==> config.mk <==
export PLATFORM = sky130hd
export DESIGN_NAME = output_clock_source_router
export DESIGN_NICKNAME = d
export VERILOG_FILES = /design/src/rtl/clk_router_pkg.sv /design/src/rtl/output_clock_source_router.sv
export SDC_FILE = /design/constraint.sdc
export NUM_CORES = 1
export LEC_CHECK = 0
export BUFFER_PORTS_ARGS = -buffer_cell sky130_fd_sc_hd__clkbuf_2
export CAP_MARGIN = 40
export CORE_ASPECT_RATIO = 0.6
export CORE_MARGIN = 2
export CORE_UTILIZATION = 59
export CTS_CLUSTER_DIAMETER = 50
export DETAILED_ROUTE_END_ITERATION = 8
export PLACE_DENSITY = 0.83
export SLEW_MARGIN = 5
export SYNTH_ARGS = -nofsm -noshare
export SYNTH_HDL_FRONTEND = slang
export SYNTH_SLANG_ARGS = --single-unit
==> constraint.sdc <==
create_clock -name ref_clk_i -period 5.9 [get_ports ref_clk_i]
set_input_delay 1.18 -clock ref_clk_i [delete_from_list [all_inputs] [get_ports ref_clk_i]]
set_output_delay 1.18 -clock ref_clk_i [all_outputs]
set_load 0.05 [all_outputs]
==> src/rtl/clk_router_pkg.sv <==
// Constants, encodings and functional notes for the output clock source router
// Functional notes
// - Route bits 0100 give single-ended out the 32k clock
// - Route bits 1000 give synth_c through divider 5
// - Route bits 1110 give synth_b through divider 4
// - Route bits 1101 give reference through divider 4
// - Differential out a picks synth_a, synth_b or reference
// - Differential out b uses same encoding, shared ref pick
// - 32k only single-ended; synth_a only differential outputs
// - Power-down stops clocks; ultra mode also stops config port
// - Suspend keeps oscillator only, drives 32k clock alone
// - Four stored synth_b frequencies chosen by pins, glitch-free
// - Frequency moves gradually to target, never past it
// - Enable pin role: power-down, enable, sleep detect, reset
// - Each output has slow or fast edge rate
// - Sleep detect pin watches end device clock, steers output
// - Power-down pin low stops all but enabled 32k clock
// - Plain enable role gates only single-ended output
package clk_router_pkg;

  // ----------------------------------------------------------------
  // Source selection codes
  // ----------------------------------------------------------------
  typedef enum logic [2:0] {
    SRC_STOP = 3'b000,
    SRC_32K  = 3'b001,
    SRC_REF  = 3'b010,
    SRC_A    = 3'b011,
    SRC_B    = 3'b100,
    SRC_C    = 3'b101
  } src_sel_t;

  // ----------------------------------------------------------------
  // Power modes and enable pin roles
  // ----------------------------------------------------------------
  typedef enum logic [1:0] {
    PWR_NORMAL  = 2'b00,
    PWR_DOWN    = 2'b01,
    PWR_ULTRA   = 2'b10,
    PWR_SUSPEND = 2'b11
  } power_mode_t;

  typedef enum logic [1:0] {
    PIN_POWER_DOWN = 2'b00,
    PIN_OUT_ENABLE = 2'b01,
    PIN_SLEEP_DET  = 2'b10,
    PIN_RESET_OUT  = 2'b11
  } pin_role_t;

  // ----------------------------------------------------------------
  // Divider numbers and default ratios
  // ----------------------------------------------------------------
  localparam logic [2:0] DIV_NONE = 3'h0;
  localparam logic [2:0] DIV_N1   = 3'h1;
  localparam logic [2:0] DIV_N3   = 3'h3;
  localparam logic [2:0] DIV_N4   = 3'h4;
  localparam logic [2:0] DIV_N5   = 3'h5;
  localparam int unsigned DIV1_RATIO_DEF = 1;
  localparam int unsigned DIV3_RATIO_DEF = 3;
  localparam int unsigned DIV4_RATIO_DEF = 4;
  localparam int unsigned DIV5_RATIO_DEF = 5;

  // ----------------------------------------------------------------
  // Sampled input bit positions
  // ----------------------------------------------------------------
  localparam int unsigned IN_32K  = 0;
  localparam int unsigned IN_REF  = 1;
  localparam int unsigned IN_A    = 2;
  localparam int unsigned IN_B    = 3;
  localparam int unsigned IN_C    = 4;
  localparam int unsigned IN_PIN  = 5;
  localparam int unsigned IN_SEL0 = 6;
  localparam int unsigned IN_SEL1 = 7;
  localparam int unsigned IN_NUM  = 8;

  // ----------------------------------------------------------------
  // Output indices and timing counts
  // ----------------------------------------------------------------
  localparam int unsigned OUT_SE  = 0;
  localparam int unsigned OUT_DA  = 1;
  localparam int unsigned OUT_DB  = 2;
  localparam int unsigned SLEEP_TIMEOUT_DEF = 64;
  localparam int unsigned STEP_INTERVAL_DEF = 16;
  localparam int unsigned FREQ_STEP_DEF     = 8;
  localparam int unsigned FREQ_W_DEF        = 16;

endpackage : clk_router_pkg

==> src/rtl/output_clock_source_router.sv <==
// Output clock source router: glitch-free source muxing, dividers, power and pin roles
module output_clock_source_router #(
  parameter int unsigned DIV1_RATIO    = clk_router_pkg::DIV1_RATIO_DEF,
  parameter int unsigned DIV3_RATIO    = clk_router_pkg::DIV3_RATIO_DEF,
  parameter int unsigned DIV4_RATIO    = clk_router_pkg::DIV4_RATIO_DEF,
  parameter int unsigned DIV5_RATIO    = clk_router_pkg::DIV5_RATIO_DEF,
  parameter int unsigned SLEEP_TIMEOUT = clk_router_pkg::SLEEP_TIMEOUT_DEF,
  parameter int unsigned STEP_INTERVAL = clk_router_pkg::STEP_INTERVAL_DEF,
  parameter int unsigned FREQ_STEP     = clk_router_pkg::FREQ_STEP_DEF,
  parameter int unsigned FREQ_W        = clk_router_pkg::FREQ_W_DEF
) (
  input  wire logic                  ref_clk_i,
  input  wire logic                  rstn_i,
  input  wire logic                  osc_32k_i,
  input  wire logic                  xtal_ref_i,
  input  wire logic                  synth_a_i,
  input  wire logic                  synth_b_i,
  input  wire logic                  synth_c_i,
  input  wire logic                  se_route_bit_hi_i,
  input  wire logic                  se_route_bit_lo_i,
  input  wire logic                  se_synth_b_pick_i,
  input  wire logic                  se_ref_pick_i,
  input  wire logic                  diff_a_synth_b_pick_i,
  input  wire logic                  diff_b_synth_b_pick_i,
  input  wire logic                  diff_ref_pick_i,
  input  wire logic [1:0]            power_mode_i,
  input  wire logic [1:0]            pin_role_i,
  input  wire logic                  rtc_enable_i,
  input  wire logic [2:0]            slew_fast_i,
  input  wire logic                  reset_request_i,
  input  wire logic                  output_enable_pin_a_i,
  output logic                       output_enable_pin_a_o,
  output logic                       output_enable_pin_a_oe_o,
  input  wire logic                  dfs_enable_i,
  input  wire logic [1:0]            dfs_sel_pins_i,
  input  wire logic [4*FREQ_W-1:0]   dfs_freq_words_i,
  output logic [FREQ_W-1:0]          synth_b_freq_o,
  output logic                       single_ended_out_a_o,
  output logic                       differential_out_a_o,
  output logic                       differential_out_b_o,
  output logic [2:0]                 slew_fast_o,
  output logic [2:0]                 synth_enable_o,
  output logic                       low_power_osc_en_o,
  output logic                       cfg_port_active_o,
  output logic                       end_device_asleep_o
);

  // ----------------------------------------------------------------
  // Parameter checks
  // ----------------------------------------------------------------
  // Refuse at elaboration any value the counters cannot hold
  if (DIV1_RATIO < 1 || DIV1_RATIO > 255 || DIV3_RATIO < 1 || DIV3_RATIO > 255 ||
      DIV4_RATIO < 1 || DIV4_RATIO > 255 || DIV5_RATIO < 1 || DIV5_RATIO > 255 ||
      SLEEP_TIMEOUT < 1 || SLEEP_TIMEOUT > 65535 || STEP_INTERVAL < 1 ||
      STEP_INTERVAL > 255 || FREQ_STEP < 1 || FREQ_W < 2 || FREQ_W > 32 ||
      FREQ_STEP >= (64'd1 << FREQ_W)) begin : g_param_bad
    $error("output_clock_source_router: parameter out of range");
  end

  // ----------------------------------------------------------------
  // State
  // ----------------------------------------------------------------
  typedef struct packed {
    logic [clk_router_pkg::IN_NUM-1:0] sy1;
    logic [clk_router_pkg::IN_NUM-1:0] sy2;
    logic [clk_router_pkg::IN_NUM-1:0] sy3;
    logic [clk_router_pkg::IN_NUM-1:0] flt;
    logic [2:0][2:0]                   cur_src;
    logic [2:0][2:0]                   cur_div;
    logic [2:0][7:0]                   div_cnt;
    logic [2:0]                        clk_out;
    logic [15:0]                       sleep_cnt;
    logic                              asleep;
    logic [FREQ_W-1:0]                 freq;
    logic [7:0]                        step_cnt;
    logic [2:0]                        slew;
    logic                              pin_out_en;
  } state_t;

  state_t s_q;
  state_t s_d;

  localparam logic [FREQ_W-1:0] STEP_W   = FREQ_W'(FREQ_STEP);
  localparam logic [7:0]        STEP_TOP = 8'(STEP_INTERVAL - 1);
  localparam logic [15:0]       SLP_TOP  = 16'(SLEEP_TIMEOUT);

  // ----------------------------------------------------------------
  // Decoders
  // ----------------------------------------------------------------
  // Single-ended routing table; anything else stops the output
  function automatic logic [5:0] decode_se(input logic [3:0] bits);
    case (bits)
      4'b0100: decode_se = {clk_router_pkg::SRC_32K, clk_router_pkg::DIV_NONE};
      4'b1000: decode_se = {clk_router_pkg::SRC_C, clk_router_pkg::DIV_N5};
      4'b1110: decode_se = {clk_router_pkg::SRC_B, clk_router_pkg::DIV_N4};
      4'b1101: decode_se = {clk_router_pkg::SRC_REF, clk_router_pkg::DIV_N4};
      default: decode_se = {clk_router_pkg::SRC_STOP, clk_router_pkg::DIV_NONE};
    endcase
  endfunction : decode_se

  // Differential routing table, shared by both outputs
  function automatic logic [5:0] decode_diff(input logic b_pick, input logic ref_pick);
    case ({b_pick, ref_pick})
      2'b00:   decode_diff = {clk_router_pkg::SRC_A, clk_router_pkg::DIV_N1};
      2'b10:   decode_diff = {clk_router_pkg::SRC_B, clk_router_pkg::DIV_N3};
      2'b01:   decode_diff = {clk_router_pkg::SRC_REF, clk_router_pkg::DIV_N1};
      default: decode_diff = {clk_router_pkg::SRC_STOP, clk_router_pkg::DIV_NONE};
    endcase
  endfunction : decode_diff

  // Level of a filtered source
  function automatic logic src_level(input logic [2:0] src,
                                     input logic [clk_router_pkg::IN_NUM-1:0] f);
    case (src)
      clk_router_pkg::SRC_32K: src_level = f[clk_router_pkg::IN_32K];
      clk_router_pkg::SRC_REF: src_level = f[clk_router_pkg::IN_REF];
      clk_router_pkg::SRC_A:   src_level = f[clk_router_pkg::IN_A];
      clk_router_pkg::SRC_B:   src_level = f[clk_router_pkg::IN_B];
      clk_router_pkg::SRC_C:   src_level = f[clk_router_pkg::IN_C];
      default:                 src_level = 1'b0;
    endcase
  endfunction : src_level

  // Ratio of a divider number
  function automatic logic [7:0] ratio_of(input logic [2:0] div);
    case (div)
      clk_router_pkg::DIV_N1: ratio_of = 8'(DIV1_RATIO);
      clk_router_pkg::DIV_N3: ratio_of = 8'(DIV3_RATIO);
      clk_router_pkg::DIV_N4: ratio_of = 8'(DIV4_RATIO);
      clk_router_pkg::DIV_N5: ratio_of = 8'(DIV5_RATIO);
      default:                ratio_of = 8'h01;
    endcase
  endfunction : ratio_of

  // ----------------------------------------------------------------
  // Next state
  // ----------------------------------------------------------------
  logic [clk_router_pkg::IN_NUM-1:0] raw_in;
  assign raw_in = {dfs_sel_pins_i, output_enable_pin_a_i, synth_c_i, synth_b_i,
                   synth_a_i, xtal_ref_i, osc_32k_i};

  always_comb begin
    logic [2:0][5:0]   want;
    logic [2:0]        divided;
    logic [2:0]        src_now;
    logic [2:0]        src_rise;
    logic [7:0]        ratio;
    logic [FREQ_W-1:0] target;
    logic              pin_lvl;
    logic              pin_edge;
    logic              mode_run;
    logic              pd_pin_low;
    want       = '0;
    divided    = '0;
    src_now    = '0;
    src_rise   = '0;
    ratio      = 8'h01;
    target     = '0;
    pin_lvl    = 1'b0;
    pin_edge   = 1'b0;
    mode_run   = 1'b0;
    pd_pin_low = 1'b0;
    s_d        = s_q;
    // Three-stage sampling; a change counts when stages two and three agree
    s_d.sy1    = raw_in;
    s_d.sy2    = s_q.sy1;
    s_d.sy3    = s_q.sy2;
    for (int i = 0; i < int'(clk_router_pkg::IN_NUM); i++) begin
      if (s_q.sy2[i] == s_q.sy3[i]) begin
        s_d.flt[i] = s_q.sy3[i];
      end
    end
    pin_lvl    = s_q.flt[clk_router_pkg::IN_PIN];
    pin_edge   = s_d.flt[clk_router_pkg::IN_PIN] != pin_lvl;
    mode_run   = power_mode_i == clk_router_pkg::PWR_NORMAL;
    pd_pin_low = pin_role_i == clk_router_pkg::PIN_POWER_DOWN && !pin_lvl;
    // Sleep detect: no end device clock edge for the timeout means asleep
    if (pin_role_i != clk_router_pkg::PIN_SLEEP_DET || pin_edge) begin
      s_d.sleep_cnt = '0;
      s_d.asleep    = 1'b0;
    end else if (s_q.sleep_cnt != SLP_TOP) begin
      s_d.sleep_cnt = s_q.sleep_cnt + 16'h0001;
    end else begin
      s_d.asleep    = 1'b1;
    end
    // Wanted source per output
    want[clk_router_pkg::OUT_SE] = decode_se({se_route_bit_hi_i, se_route_bit_lo_i,
                                              se_synth_b_pick_i, se_ref_pick_i});
    want[clk_router_pkg::OUT_DA] = decode_diff(diff_a_synth_b_pick_i, diff_ref_pick_i);
    want[clk_router_pkg::OUT_DB] = decode_diff(diff_b_synth_b_pick_i, diff_ref_pick_i);
    if (power_mode_i == clk_router_pkg::PWR_SUSPEND) begin
      want[clk_router_pkg::OUT_SE] = {clk_router_pkg::SRC_32K, clk_router_pkg::DIV_NONE};
    end else if (!mode_run) begin
      want[clk_router_pkg::OUT_SE] = '0;
    end else if (pd_pin_low) begin
      want[clk_router_pkg::OUT_SE] = rtc_enable_i ?
        {clk_router_pkg::SRC_32K, clk_router_pkg::DIV_NONE} : 6'h00;
    end else if (pin_role_i == clk_router_pkg::PIN_OUT_ENABLE && !pin_lvl) begin
      want[clk_router_pkg::OUT_SE] = '0;
    end else if (pin_role_i == clk_router_pkg::PIN_SLEEP_DET && s_q.asleep) begin
      want[clk_router_pkg::OUT_SE] = {clk_router_pkg::SRC_32K, clk_router_pkg::DIV_NONE};
    end
    if (!mode_run || pd_pin_low) begin
      want[clk_router_pkg::OUT_DA] = '0;
      want[clk_router_pkg::OUT_DB] = '0;
    end
    // Dividers and glitch-free switch per output
    for (int o = 0; o < 3; o++) begin
      src_now[o]  = src_level(s_q.cur_src[o], s_d.flt);
      src_rise[o] = src_now[o] && !src_level(s_q.cur_src[o], s_q.flt);
      ratio       = ratio_of(s_q.cur_div[o]);
      if (src_rise[o]) begin
        s_d.div_cnt[o] = (s_q.div_cnt[o] + 8'h01 == ratio) ? 8'h00 : s_q.div_cnt[o] + 8'h01;
      end
      divided[o] = (ratio == 8'h01) ? src_now[o] : (s_d.div_cnt[o] < (ratio >> 1));
      s_d.clk_out[o] = divided[o];
      if (want[o] != {s_q.cur_src[o], s_q.cur_div[o]} && !s_q.clk_out[o] &&
          !src_level(want[o][5:3], s_d.flt)) begin
        s_d.cur_src[o] = want[o][5:3];
        s_d.cur_div[o] = want[o][2:0];
        // Park the count on its last low step so the first high starts on a source rise
        s_d.div_cnt[o] = ratio_of(want[o][2:0]) - 8'h01;
        s_d.clk_out[o] = 1'b0;
      end
    end
    // Stepped synth_b frequency: moves toward target without passing it
    target = dfs_freq_words_i[FREQ_W-1:0];
    if (dfs_enable_i) begin
      target = dfs_freq_words_i[int'(s_q.flt[clk_router_pkg::IN_SEL1:clk_router_pkg::IN_SEL0])
                                * FREQ_W +: FREQ_W];
    end
    s_d.step_cnt = (s_q.step_cnt == STEP_TOP) ? 8'h00 : s_q.step_cnt + 8'h01;
    if (s_q.step_cnt == STEP_TOP) begin
      if (target > s_q.freq) begin
        s_d.freq = (target - s_q.freq > STEP_W) ? s_q.freq + STEP_W : target;
      end else if (target < s_q.freq) begin
        s_d.freq = (s_q.freq - target > STEP_W) ? s_q.freq - STEP_W : target;
      end
    end
    s_d.slew       = slew_fast_i;
    s_d.pin_out_en = pin_role_i == clk_router_pkg::PIN_RESET_OUT && reset_request_i;
  end

  // ----------------------------------------------------------------
  // Register
  // ----------------------------------------------------------------
  always_ff @(posedge ref_clk_i) begin
    if (!rstn_i) begin
      s_q <= '0;
    end else begin
      s_q <= s_d;
    end
  end

  // ----------------------------------------------------------------
  // Outputs
  // ----------------------------------------------------------------
  assign single_ended_out_a_o     = s_q.clk_out[clk_router_pkg::OUT_SE];
  assign differential_out_a_o     = s_q.clk_out[clk_router_pkg::OUT_DA];
  assign differential_out_b_o     = s_q.clk_out[clk_router_pkg::OUT_DB];
  assign slew_fast_o              = s_q.slew;
  assign synth_b_freq_o           = s_q.freq;
  assign end_device_asleep_o      = s_q.asleep;
  assign output_enable_pin_a_o    = 1'b0;          // Reset output pulls low only
  assign output_enable_pin_a_oe_o = s_q.pin_out_en;
  // Power gating of the synthesizers, oscillator and config port
  assign synth_enable_o    = (power_mode_i == clk_router_pkg::PWR_NORMAL &&
                              !(pin_role_i == clk_router_pkg::PIN_POWER_DOWN &&
                                !s_q.flt[clk_router_pkg::IN_PIN])) ? 3'b111 : 3'b000;
  assign low_power_osc_en_o = power_mode_i != clk_router_pkg::PWR_ULTRA;
  assign cfg_port_active_o  = power_mode_i == clk_router_pkg::PWR_NORMAL ||
                              power_mode_i == clk_router_pkg::PWR_DOWN;

endmodule : output_clock_source_router

# --- After elaboration in Yosys (flattened, before gate mapping) ---
# Index checks and enable logic that the tools add are counted.
totals:
  register_bits: 122
  latch_bits: 0
  ram_bits: 0
  romBits: 0
  in_bits: 91
  output_inout_bits: 30
  elab_cells: 220
  memories: 0
classes:
  addsub: 12
  n_mul: 0
  div_mod_pow: 0
  magnitude_cmp: 7
  eq_ne: 83
  n_shift: 1
  mux: 52
  n_bitwise: 1
  reduce_logical: 40
op_table:
  columns: ["cell", "count"]
  rows:
  - ["8-bit two-way mux", 12]
  - ["16-bit two-way mux", 5]
  - ["3-bit == test (second input constant)", 24]
  - ["64-bit by 7-bit variable part select with 16-bit output", 1]
  - ["3-bit by 2-bit == test with 1-bit output (second input constant)", 18]
  - ["3-bit one-hot mux with 3 select lines", 6]
  - ["1-bit one-hot mux with 5 select lines", 9]
  - ["6-bit one-hot mux with 3 select lines", 2]
  - ["8-bit by 1-bit adder with 8-bit output (second input constant)", 4]
  - ["16-bit by 4-bit greater-than comparator with 1-bit output (second input constant)", 2]
  - ["16-bit subtractor", 2]
  - ["6-bit two-way mux", 5]
  - ["8-bit by 1-bit == test with 1-bit output (second input constant)", 3]
  - ["8-bit == test", 3]
  - ["8-bit by 7-bit less-than comparator with 1-bit output", 3]
  - ["6-bit one-hot mux with 4 select lines", 1]
  - ["8-bit by 1-bit subtractor with 8-bit output (second input constant)", 3]
  - ["3-bit by 1-bit == test with 1-bit output (second input constant)", 6]
  - ["6-bit inequality test", 3]
  - ["16-bit by 1-bit adder with 16-bit output (second input constant)", 1]
  - ["16-bit by 4-bit adder with 16-bit output (second input constant)", 1]
  - ["16-bit greater-than comparator", 1]
  - ["16-bit less-than comparator", 1]
  - ["16-bit by 7-bit inequality test with 1-bit output (second input constant)", 1]
  - ["21 further kinds", 79]

# --- Longest topological paths before layout ---
# Gate-level depths: netlist of run 1.
logic_depth:
  depth_word: 14
  ltp_mapped: 20
  depth_no_buf: 16

# --- Least setup slack after synthesis of run 1 ---
# OpenSTA, ideal clock, no wires.
synth_timing:
  path_kind: "input to register"
  from: "input port dfs_enable_i"
  to: "register s_q (netlist bit synth_b_freq_o[9])"
  setup_time_ns: 0.086
  arrival_time_ns: 4.721
  required_ns: 5.814
  slack_ns: 1.092
  path_stages: 17
  path_buffers: 3
  cell_sequence: "clkbuf_1 > buf_1 > o221a_2 > inv_1 > ha_1 > fa_1 > nand2b_1 > a21oi_2 > a211oi_2 > mux2_4 > nor4_4 > nand4_2 > nor4b_4 > mux2_4 > buf_6 > a21oi_2 > a221oi_2"
synth_via:
  elab_chain_cells: 6
  word_cells_on_any_way: 13
  cone_classes: "2 x add/sub; 4 x order compare; 5 x mux; 2 x reduce/logical"
synth_lines:
  columns: ["element", "line", "rtl"]
  rows:
  - ["from (decl)", "output_clock_source_router.sv:34", "input wire logic dfs_enable_i,"]
  - ["16-bit two-way mux *", "output_clock_source_router.sv:228", "if (dfs_enable_i) begin"]
  - ["16-bit subtractor", "output_clock_source_router.sv:237", "s_d.freq = (s_q.freq - target > STEP_W) ? s_q.freq - STEP_W : target;"]
  - ["16-bit by 4-bit greater-than comparator with 1-bit output", "output_clock_source_router.sv:237", null]
  - ["16-bit two-way mux", "output_clock_source_router.sv:237", null]
  - ["16-bit two-way mux", "output_clock_source_router.sv:236", "end else if (target < s_q.freq) begin"]
  - ["16-bit two-way mux", "output_clock_source_router.sv:234", "if (target > s_q.freq) begin"]
  - ["to (signal assigned)", "output_clock_source_router.sv:249", "s_q <= '0;"]
  - ["to (signal assigned)", "output_clock_source_router.sv:251", "s_q <= s_d;"]
  - ["to (decl)", "output_clock_source_router.sv:80", "state_t s_q;"]
# Every way passes the cells marked *; elsewhere a longest branch is shown, timed or not. The select of a mux whose other input is x is not followed.
# A chain may end at the register's enable or synchronous reset.

# --- Final worst setup path of run 1 ---
layout_timing:
  from: "input port dfs_enable_i"
  to: "register s_q (netlist bit synth_b_freq_o[14])"
# The elaborated chain is that of the path after synthesis.

==> flow_metrics.tcl, run 1 <==
set metrics [dict create \
    post-place-ws_ns 0.440 \
    route.detailed.drc 0 \
    critPathArrivalTime_ns 5.52 \
    worst_setup_path_start_kind "primary input" \
    clockBufferDepth 2 \
    combPwrFrac_pct 15.5 \
    cts-root-buf "clkbuf_16" \
    max_stage_delay_ns 0.54 \
    drt-wirelength-per-cell_um 17.5 \
    cp.required_ns 6.20 \
    muxShareOfSynthArea_pct 5.42 \
    tightest_slew_ns 0.859 \
    rsz0062_at_grt "false" \
    tns_ns 0 \
    skew_ns 0.00938 \
    drt_wl_total_um 25200 \
    synth-xor-area-share_pct 7.16 \
    insertedDiodeCount 0 \
    min_period_ns 5.22 \
    place.detailed.hpwl_um 18300 \
    die_y_um 99.3 \
    finalInstanceArea_mm2 0.0101 \
    initial_core_util_pct 61.0 \
    synth_top_family_by_area "simple AND/OR/NAND/NOR gates" \
    synth_ff_type "dfxtp_1" \
    slew_headroom_pct 42.0 \
    areaGrowthSynthToFinish_pct 13.2 \
    path_max_fanout 13 \
    synthCells 1160 \
    row_count 34 \
    grt.total_usage_pct 31.3 \
    grt_pass1_vias 7949 \
    synthAdderAreaFrac_pct 6.39 \
    clock_latency_ns 0.42 \
    place_congestion 0.995 \
    grt_pass1_wl_um 40700 \
    switchingPower_uw 636 \
    crit_path_end_kind "flop" \
    drv_slew 0 \
    cts_resized 0 \
    synth_compound_area_share_pct 21.1 \
    io_buffer_count 119 \
    criticalPathCategory "primary input to flop" \
    viasPerCell 6.14 \
    ant_nets 0 \
    crit_chain "clkbuf_2 -> and2_1 -> nand2_1 -> o221ai_1 -> inv_1 -> ha_1 -> a21oi_2 -> o21ai_0 -> a21oi_1 -> o221ai_1 -> nor4_1 -> nand4_2 -> nor4b_4 -> buf_4 -> nor2_1 -> a221oi_1 -> a21oi_1" \
    seq_area_frac_synth_pct 26.2 \
    min_period_over_period_pct 88.5 \
    drtIter0Drc 1070 \
    cts-htree-levels 4 \
    synth_edf_count 0 \
    place_area_mm2 0.00946 \
    grt_overflow 0 \
    clk_pin_slew_ns 0.06 \
    cts_tree "built" \
    vias 8860 \
    fmax_mhz 192 \
    synth_area_mm2 0.00893 \
    die-area_mm2 0.0162 \
    max-vdd-ir-drop_v 0.000168 \
    final_hold_viol_count 0 \
    drv_cap 0 \
    synth.distinct_cells 89 \
    antenna_found_initial 0 \
    synth_fp_nets 1292 \
    sequentialPowerShare_pct 35.3 \
    status "finished, final reports clean" \
    die_x_um 163 \
    pin_count 121 \
    leakage_nw 4.24 \
    synthArstFlopShare_pct 0 \
    cts_sinks 117 \
    final_cell_mix "nor2_1, clkbuf_2, dfxtp_1" \
    core_region_area_mm2 0.0146 \
    finalWorstSetupSlack_ns 0.679 \
    hold_buffers 0 \
    setup_viol 0 \
    p_int_mw 1.70 \
    post_cts_buffers 0 \
    grt_max_degree 48 \
    crit_path_top_delay_cell "and2_1" \
    netSwitchingFraction_pct 27.2 \
    ys.warnings.count 0 \
    drive_above_1_share_pct 17.9 \
    syn_area_per_cell_um2 7.70 \
    synth_seq_cells 117 \
    clkPwrFrac_pct 49.2 \
    nets 1364 \
    numCtsBuffers 17 \
    min_path_type "flop to flop" \
    dr.pass1.iters 6 \
    p_per_area_mw_per_mm2 231 \
    fillers 1175 \
    synth_simple_gate_area_share_pct 25.5 \
]
## sequential cells by signal, summed over array words and instances (netlist names)
register,cells
s_q,77
s_d,16
synth_b_freq_o,16
slew_fast_o,3
differential_out_a_o,1
differential_out_b_o,1
end_device_asleep_o,1
output_enable_pin_a_oe_o,1
single_ended_out_a_o,1
## cell type report
class / count / area (um2) / area share [%]
Multi-Input combinational cell: 888 / 5850 / 57.9
Sequential cell: 117 / 2340 / 23.2
Timing Repair Buffer: 138 / 751 / 7.43
Clock buffer: 17 / 425 / 4.21
Inverter: 70 / 263 / 2.60
Tap cell: 198 / 248 / 2.45
Clock inverter: 14 / 224 / 2.22
## cells by family after synthesis
| family | Yosys count |
|---|---|
| DFF | 117 |
| buffers and inverters | 155 |
| AOI/OAI and AO/OA | 271 |
| muxes | 47 |
| xor gates and xnor gates | 73 |
| and+or+nand+nor | 450 |
| adders and majority gates | 46 |
| other | 1 |
## synth_stat cells (20+ instances only)
cell / count / area, um2
a21oi_1: 77 / 385
a31oi_1: 25 / 156
and2_1: 35 / 219
and3_1: 20 / 125
buf_4: 25 / 188
clkbuf_1: 43 / 161
dfxtp_1: 117 / 2340
ha_1: 40 / 500
inv_1: 67 / 251
mux2i_1: 42 / 420
nand2_1: 101 / 379
nand3_1: 45 / 225
nor2_1: 119 / 447
nor3_1: 27 / 135
o21ai_0: 41 / 205
xnor2_1: 36 / 315
xor2_1: 37 / 324
## power groups by stage
stage / Sequential, mW / Combinational (mW) / Clock (mW)
floorplan: 0.834 / 0.255 / 0
detailed placement: 0.839 / 0.349 / 0
CTS: 0.823 / 0.352 / 1.15
global route: 0.825 / 0.393 / 1.20
finish: 0.824 / 0.362 / 1.15
global placement: 0.839 / 0.344 / 0
## through the flow
stage	instances	util, %	hold slack (ns)	total power, mW
floorplan	1160	-	0.412	1.09
global placement	1411	64.6	0.417	1.18
finish	1442	69.1	0.431	2.34
detailed placement	1411	64.6	0.420	1.19
global route	1442	69.1	0.461	2.42
CTS	1442	69.1	0.433	2.32
## critical path: cells and delay by family
kind	cells	cell delay, ns
adders and majority gates	1	0.47
and+or+nand+nor	6	1.75
AOI/OAI and AO/OA	7	1.69
buffers and inverters	3	0.42
## worst paths after layout
path | start | endpoint | slack, ns | cells past startpoint
hold reg to reg | s_d[112]$_SDFF_PN0_ | s_d[104]$_SDFF_PN0_ | 0.43 | 1
setup reg to reg | s_q[96]$_SDFFE_PN0N_ | synth_b_freq_o[1]$_SDFFE_PN0P_ | 1.00 | 17
hold / removal | s_d[112]$_SDFF_PN0_ | s_d[104]$_SDFF_PN0_ | 0.43 | 1
setup / recovery | dfs_enable_i | synth_b_freq_o[14]$_SDFFE_PN0P_ | 0.68 | 17
## layer usage
metal	up-vias	wire [um]	track usage (%)
li1	4256	-	-
met1	4067	11900	47.0
met2	504	9680	42.6
met3	33	3290	10.2
met4	0	354	7.62
met5	-	0	0
Power figures use the tool's default switching activity.
==> inputs of run 2 (changes only) <==
- CORE_UTILIZATION: 59 -> 53
- PLACE_DENSITY: 0.83 -> 0.79
- clock period: 5.9 -> 4.2 ns (I/O delays scaled with it)
==> flow_metrics.tcl, run 2 (synthesis results as in run 1) <==
set metrics [dict create \
    row_count 36 \
    areaGrowthSynthToFinish_pct 28.5 \
    crit_path_top_delay_cell "nor4b_4" \
    rsz0062_at_grt "true" \
    core_region_area_mm2 0.0164 \
    path_delay_family "simple AND/OR/NAND/NOR gates" \
    grt_overflow 0 \
    p_per_area_mw_per_mm2 287 \
    die_x_um 172 \
    final_cell_mix "buf_4, clkbuf_2, nor2_1" \
    grt_pass1_wl_um 43400 \
    skew_ns 0.00900 \
    io_buffer_count 119 \
    route.detailed.drc 1 \
    pin_count 121 \
    criticalPathCategory "primary input to flop" \
    wl_met3_um 3630 \
    numCtsBuffers 17 \
    min_path_type "flop to flop" \
    antenna_found_initial 0 \
    slew_headroom_pct 55.5 \
    place_congestion 0.980 \
    max-vdd-ir-drop_v 0.000303 \
    drv_slew 0 \
    drive_above_1_share_pct 28.9 \
    die_y_um 105 \
    worst_setup_path_start_kind "primary input" \
    m1WireLength_um 13300 \
    initial_core_util_pct 54.6 \
    drt_wl_total_um 28900 \
    nets 1489 \
    cts_sinks 117 \
    status "finished with violations" \
    clock_latency_ns 0.41 \
    viasPerCell 6.01 \
    setup_viol 2 \
    cts-htree-levels 4 \
    grt_max_degree 31 \
    crit_path_end_kind "flop" \
    path_buf_inv 5 \
    vias 9589 \
    cp.required_ns 4.53 \
    leakage_nw 4.91 \
    top_register "s_q" \
    min_period_ns 4.24 \
    place.detailed.hpwl_um 20500 \
    tightest_slew_ns 0.667 \
    drt-wirelength-per-cell_um 18.1 \
    insertedDiodeCount 0 \
    critPathArrivalTime_ns 4.57 \
    final_hold_viol_count 0 \
    clk_pin_slew_ns 0.05 \
    placed_cells 1545 \
    cts-root-buf "clkbuf_16" \
    max_stage_delay_ns 0.46 \
    hold_buffers 0 \
    largest_reg_flops 77 \
    min_period_over_period_pct 101 \
    cts_tree "built" \
    finalWorstSetupSlack_ns -0.0445 \
    grt.total_usage_pct 30.3 \
    wl_met2_um 11500 \
    instances_no_fill 1596 \
    clockBufferDepth 2 \
    top_layer_used "met4" \
    path_max_fanout 6 \
    crit_chain "buf_8 -> and2_4 -> buf_6 -> nand2_2 -> o221a_4 -> inv_2 -> ha_4 -> fa_2 -> buf_6 -> nor2b_4 -> o2111ai_2 -> a31o_2 -> and3_4 -> nor4_4 -> nand4_2 -> nor4b_4 -> buf_4 -> mux2_4 -> a21oi_1 -> a21oi_1" \
    die-area_mm2 0.0179 \
    drtIter0Drc 1212 \
    fmax_mhz 236 \
    ant_nets 0 \
    drv_cap 0 \
    dr.pass1.iters 9 \
    final_common_cell "buf_4" \
    post-place-ws_ns -0.595 \
    grt_pass1_vias 8474 \
    failed_checks "DRC, setup timing" \
]
[run 2: cell count changes in the layout (fill, tap and decap cells not counted), moves of 5 or more]
cell	previous run	this run
a211oi_1	18	13
a211oi_2	2	7
buf_4	18	133
ha_1	40	31
ha_4	0	5
o21ai_0	41	35
o221ai_1	8	3
o221ai_2	1	6
[run 2: through the flow]
| step | area, um2 | utilization, % | power, mW | hold slack, ns | TNS (ns) |
|---|---|---|---|---|---|
| finish | 11500 | 70.2 | 3.30 | 0.438 | -0.0534 |
| global route | 11500 | 70.2 | 3.41 | 0.445 | -1.78 |
| CTS | 11000 | 67.0 | 3.23 | 0.437 | -0.0565 |
| detailed placement | 10300 | 63.0 | 1.76 | 0.420 | -8.36 |
| global placement | 10300 | 63.0 | 1.75 | 0.413 | -5.25 |
| floorplan | 8960 | - | 1.53 | 0.412 | 0 |
[run 2: per-layer routing]
layer / GRT usage (%) / vias up
met1: 45.6 / 4450
met5: 0 / -
met4: 7.57 / 0
met3: 10.3 / 71
met2: 40.6 / 567
li1: - / 4501
[run 2: where the power goes]
| group | internal (mW) | switching [mW] |
|---|---|---|
| combinational | 0.294 | 0.367 |
| clock | 0.969 | 0.506 |
| sequential | 1.13 | 0.0257 |
[run 2: layout make-up]
cell class	count	area (um2)
clock inverters	9	128
repair buffers	262	1780
flip-flops and latches	117	2350
inverters	70	263
fillers	1293	4870
well taps	228	285
multi-input cells	889	6210
clock buffers	21	470
[run 2: repair_timing]
action	4_1_cts	5_1_grt
setup buffers	1	17
gates resized for setup	10	75
endpoints found under the hold margin	0	0
cloned	1	2
endpoints found under the setup margin	16	16
pin swaps	0	27
[run 2: final timing paths]
check	endpoint	slack [ns]	from	depth (start not counted)
worst min register to register	s_d[98]$_SDFF_PN0_	0.44	s_d[106]$_SDFF_PN0_	1
worst min-delay path	s_d[98]$_SDFF_PN0_	0.44	s_d[106]$_SDFF_PN0_	1
worst max register to register	synth_b_freq_o[6]$_SDFFE_PN0P_	-0.04	s_q[96]$_SDFFE_PN0N_	19
worst max-delay path	synth_b_freq_o[6]$_SDFFE_PN0P_	-0.04	dfs_enable_i	20
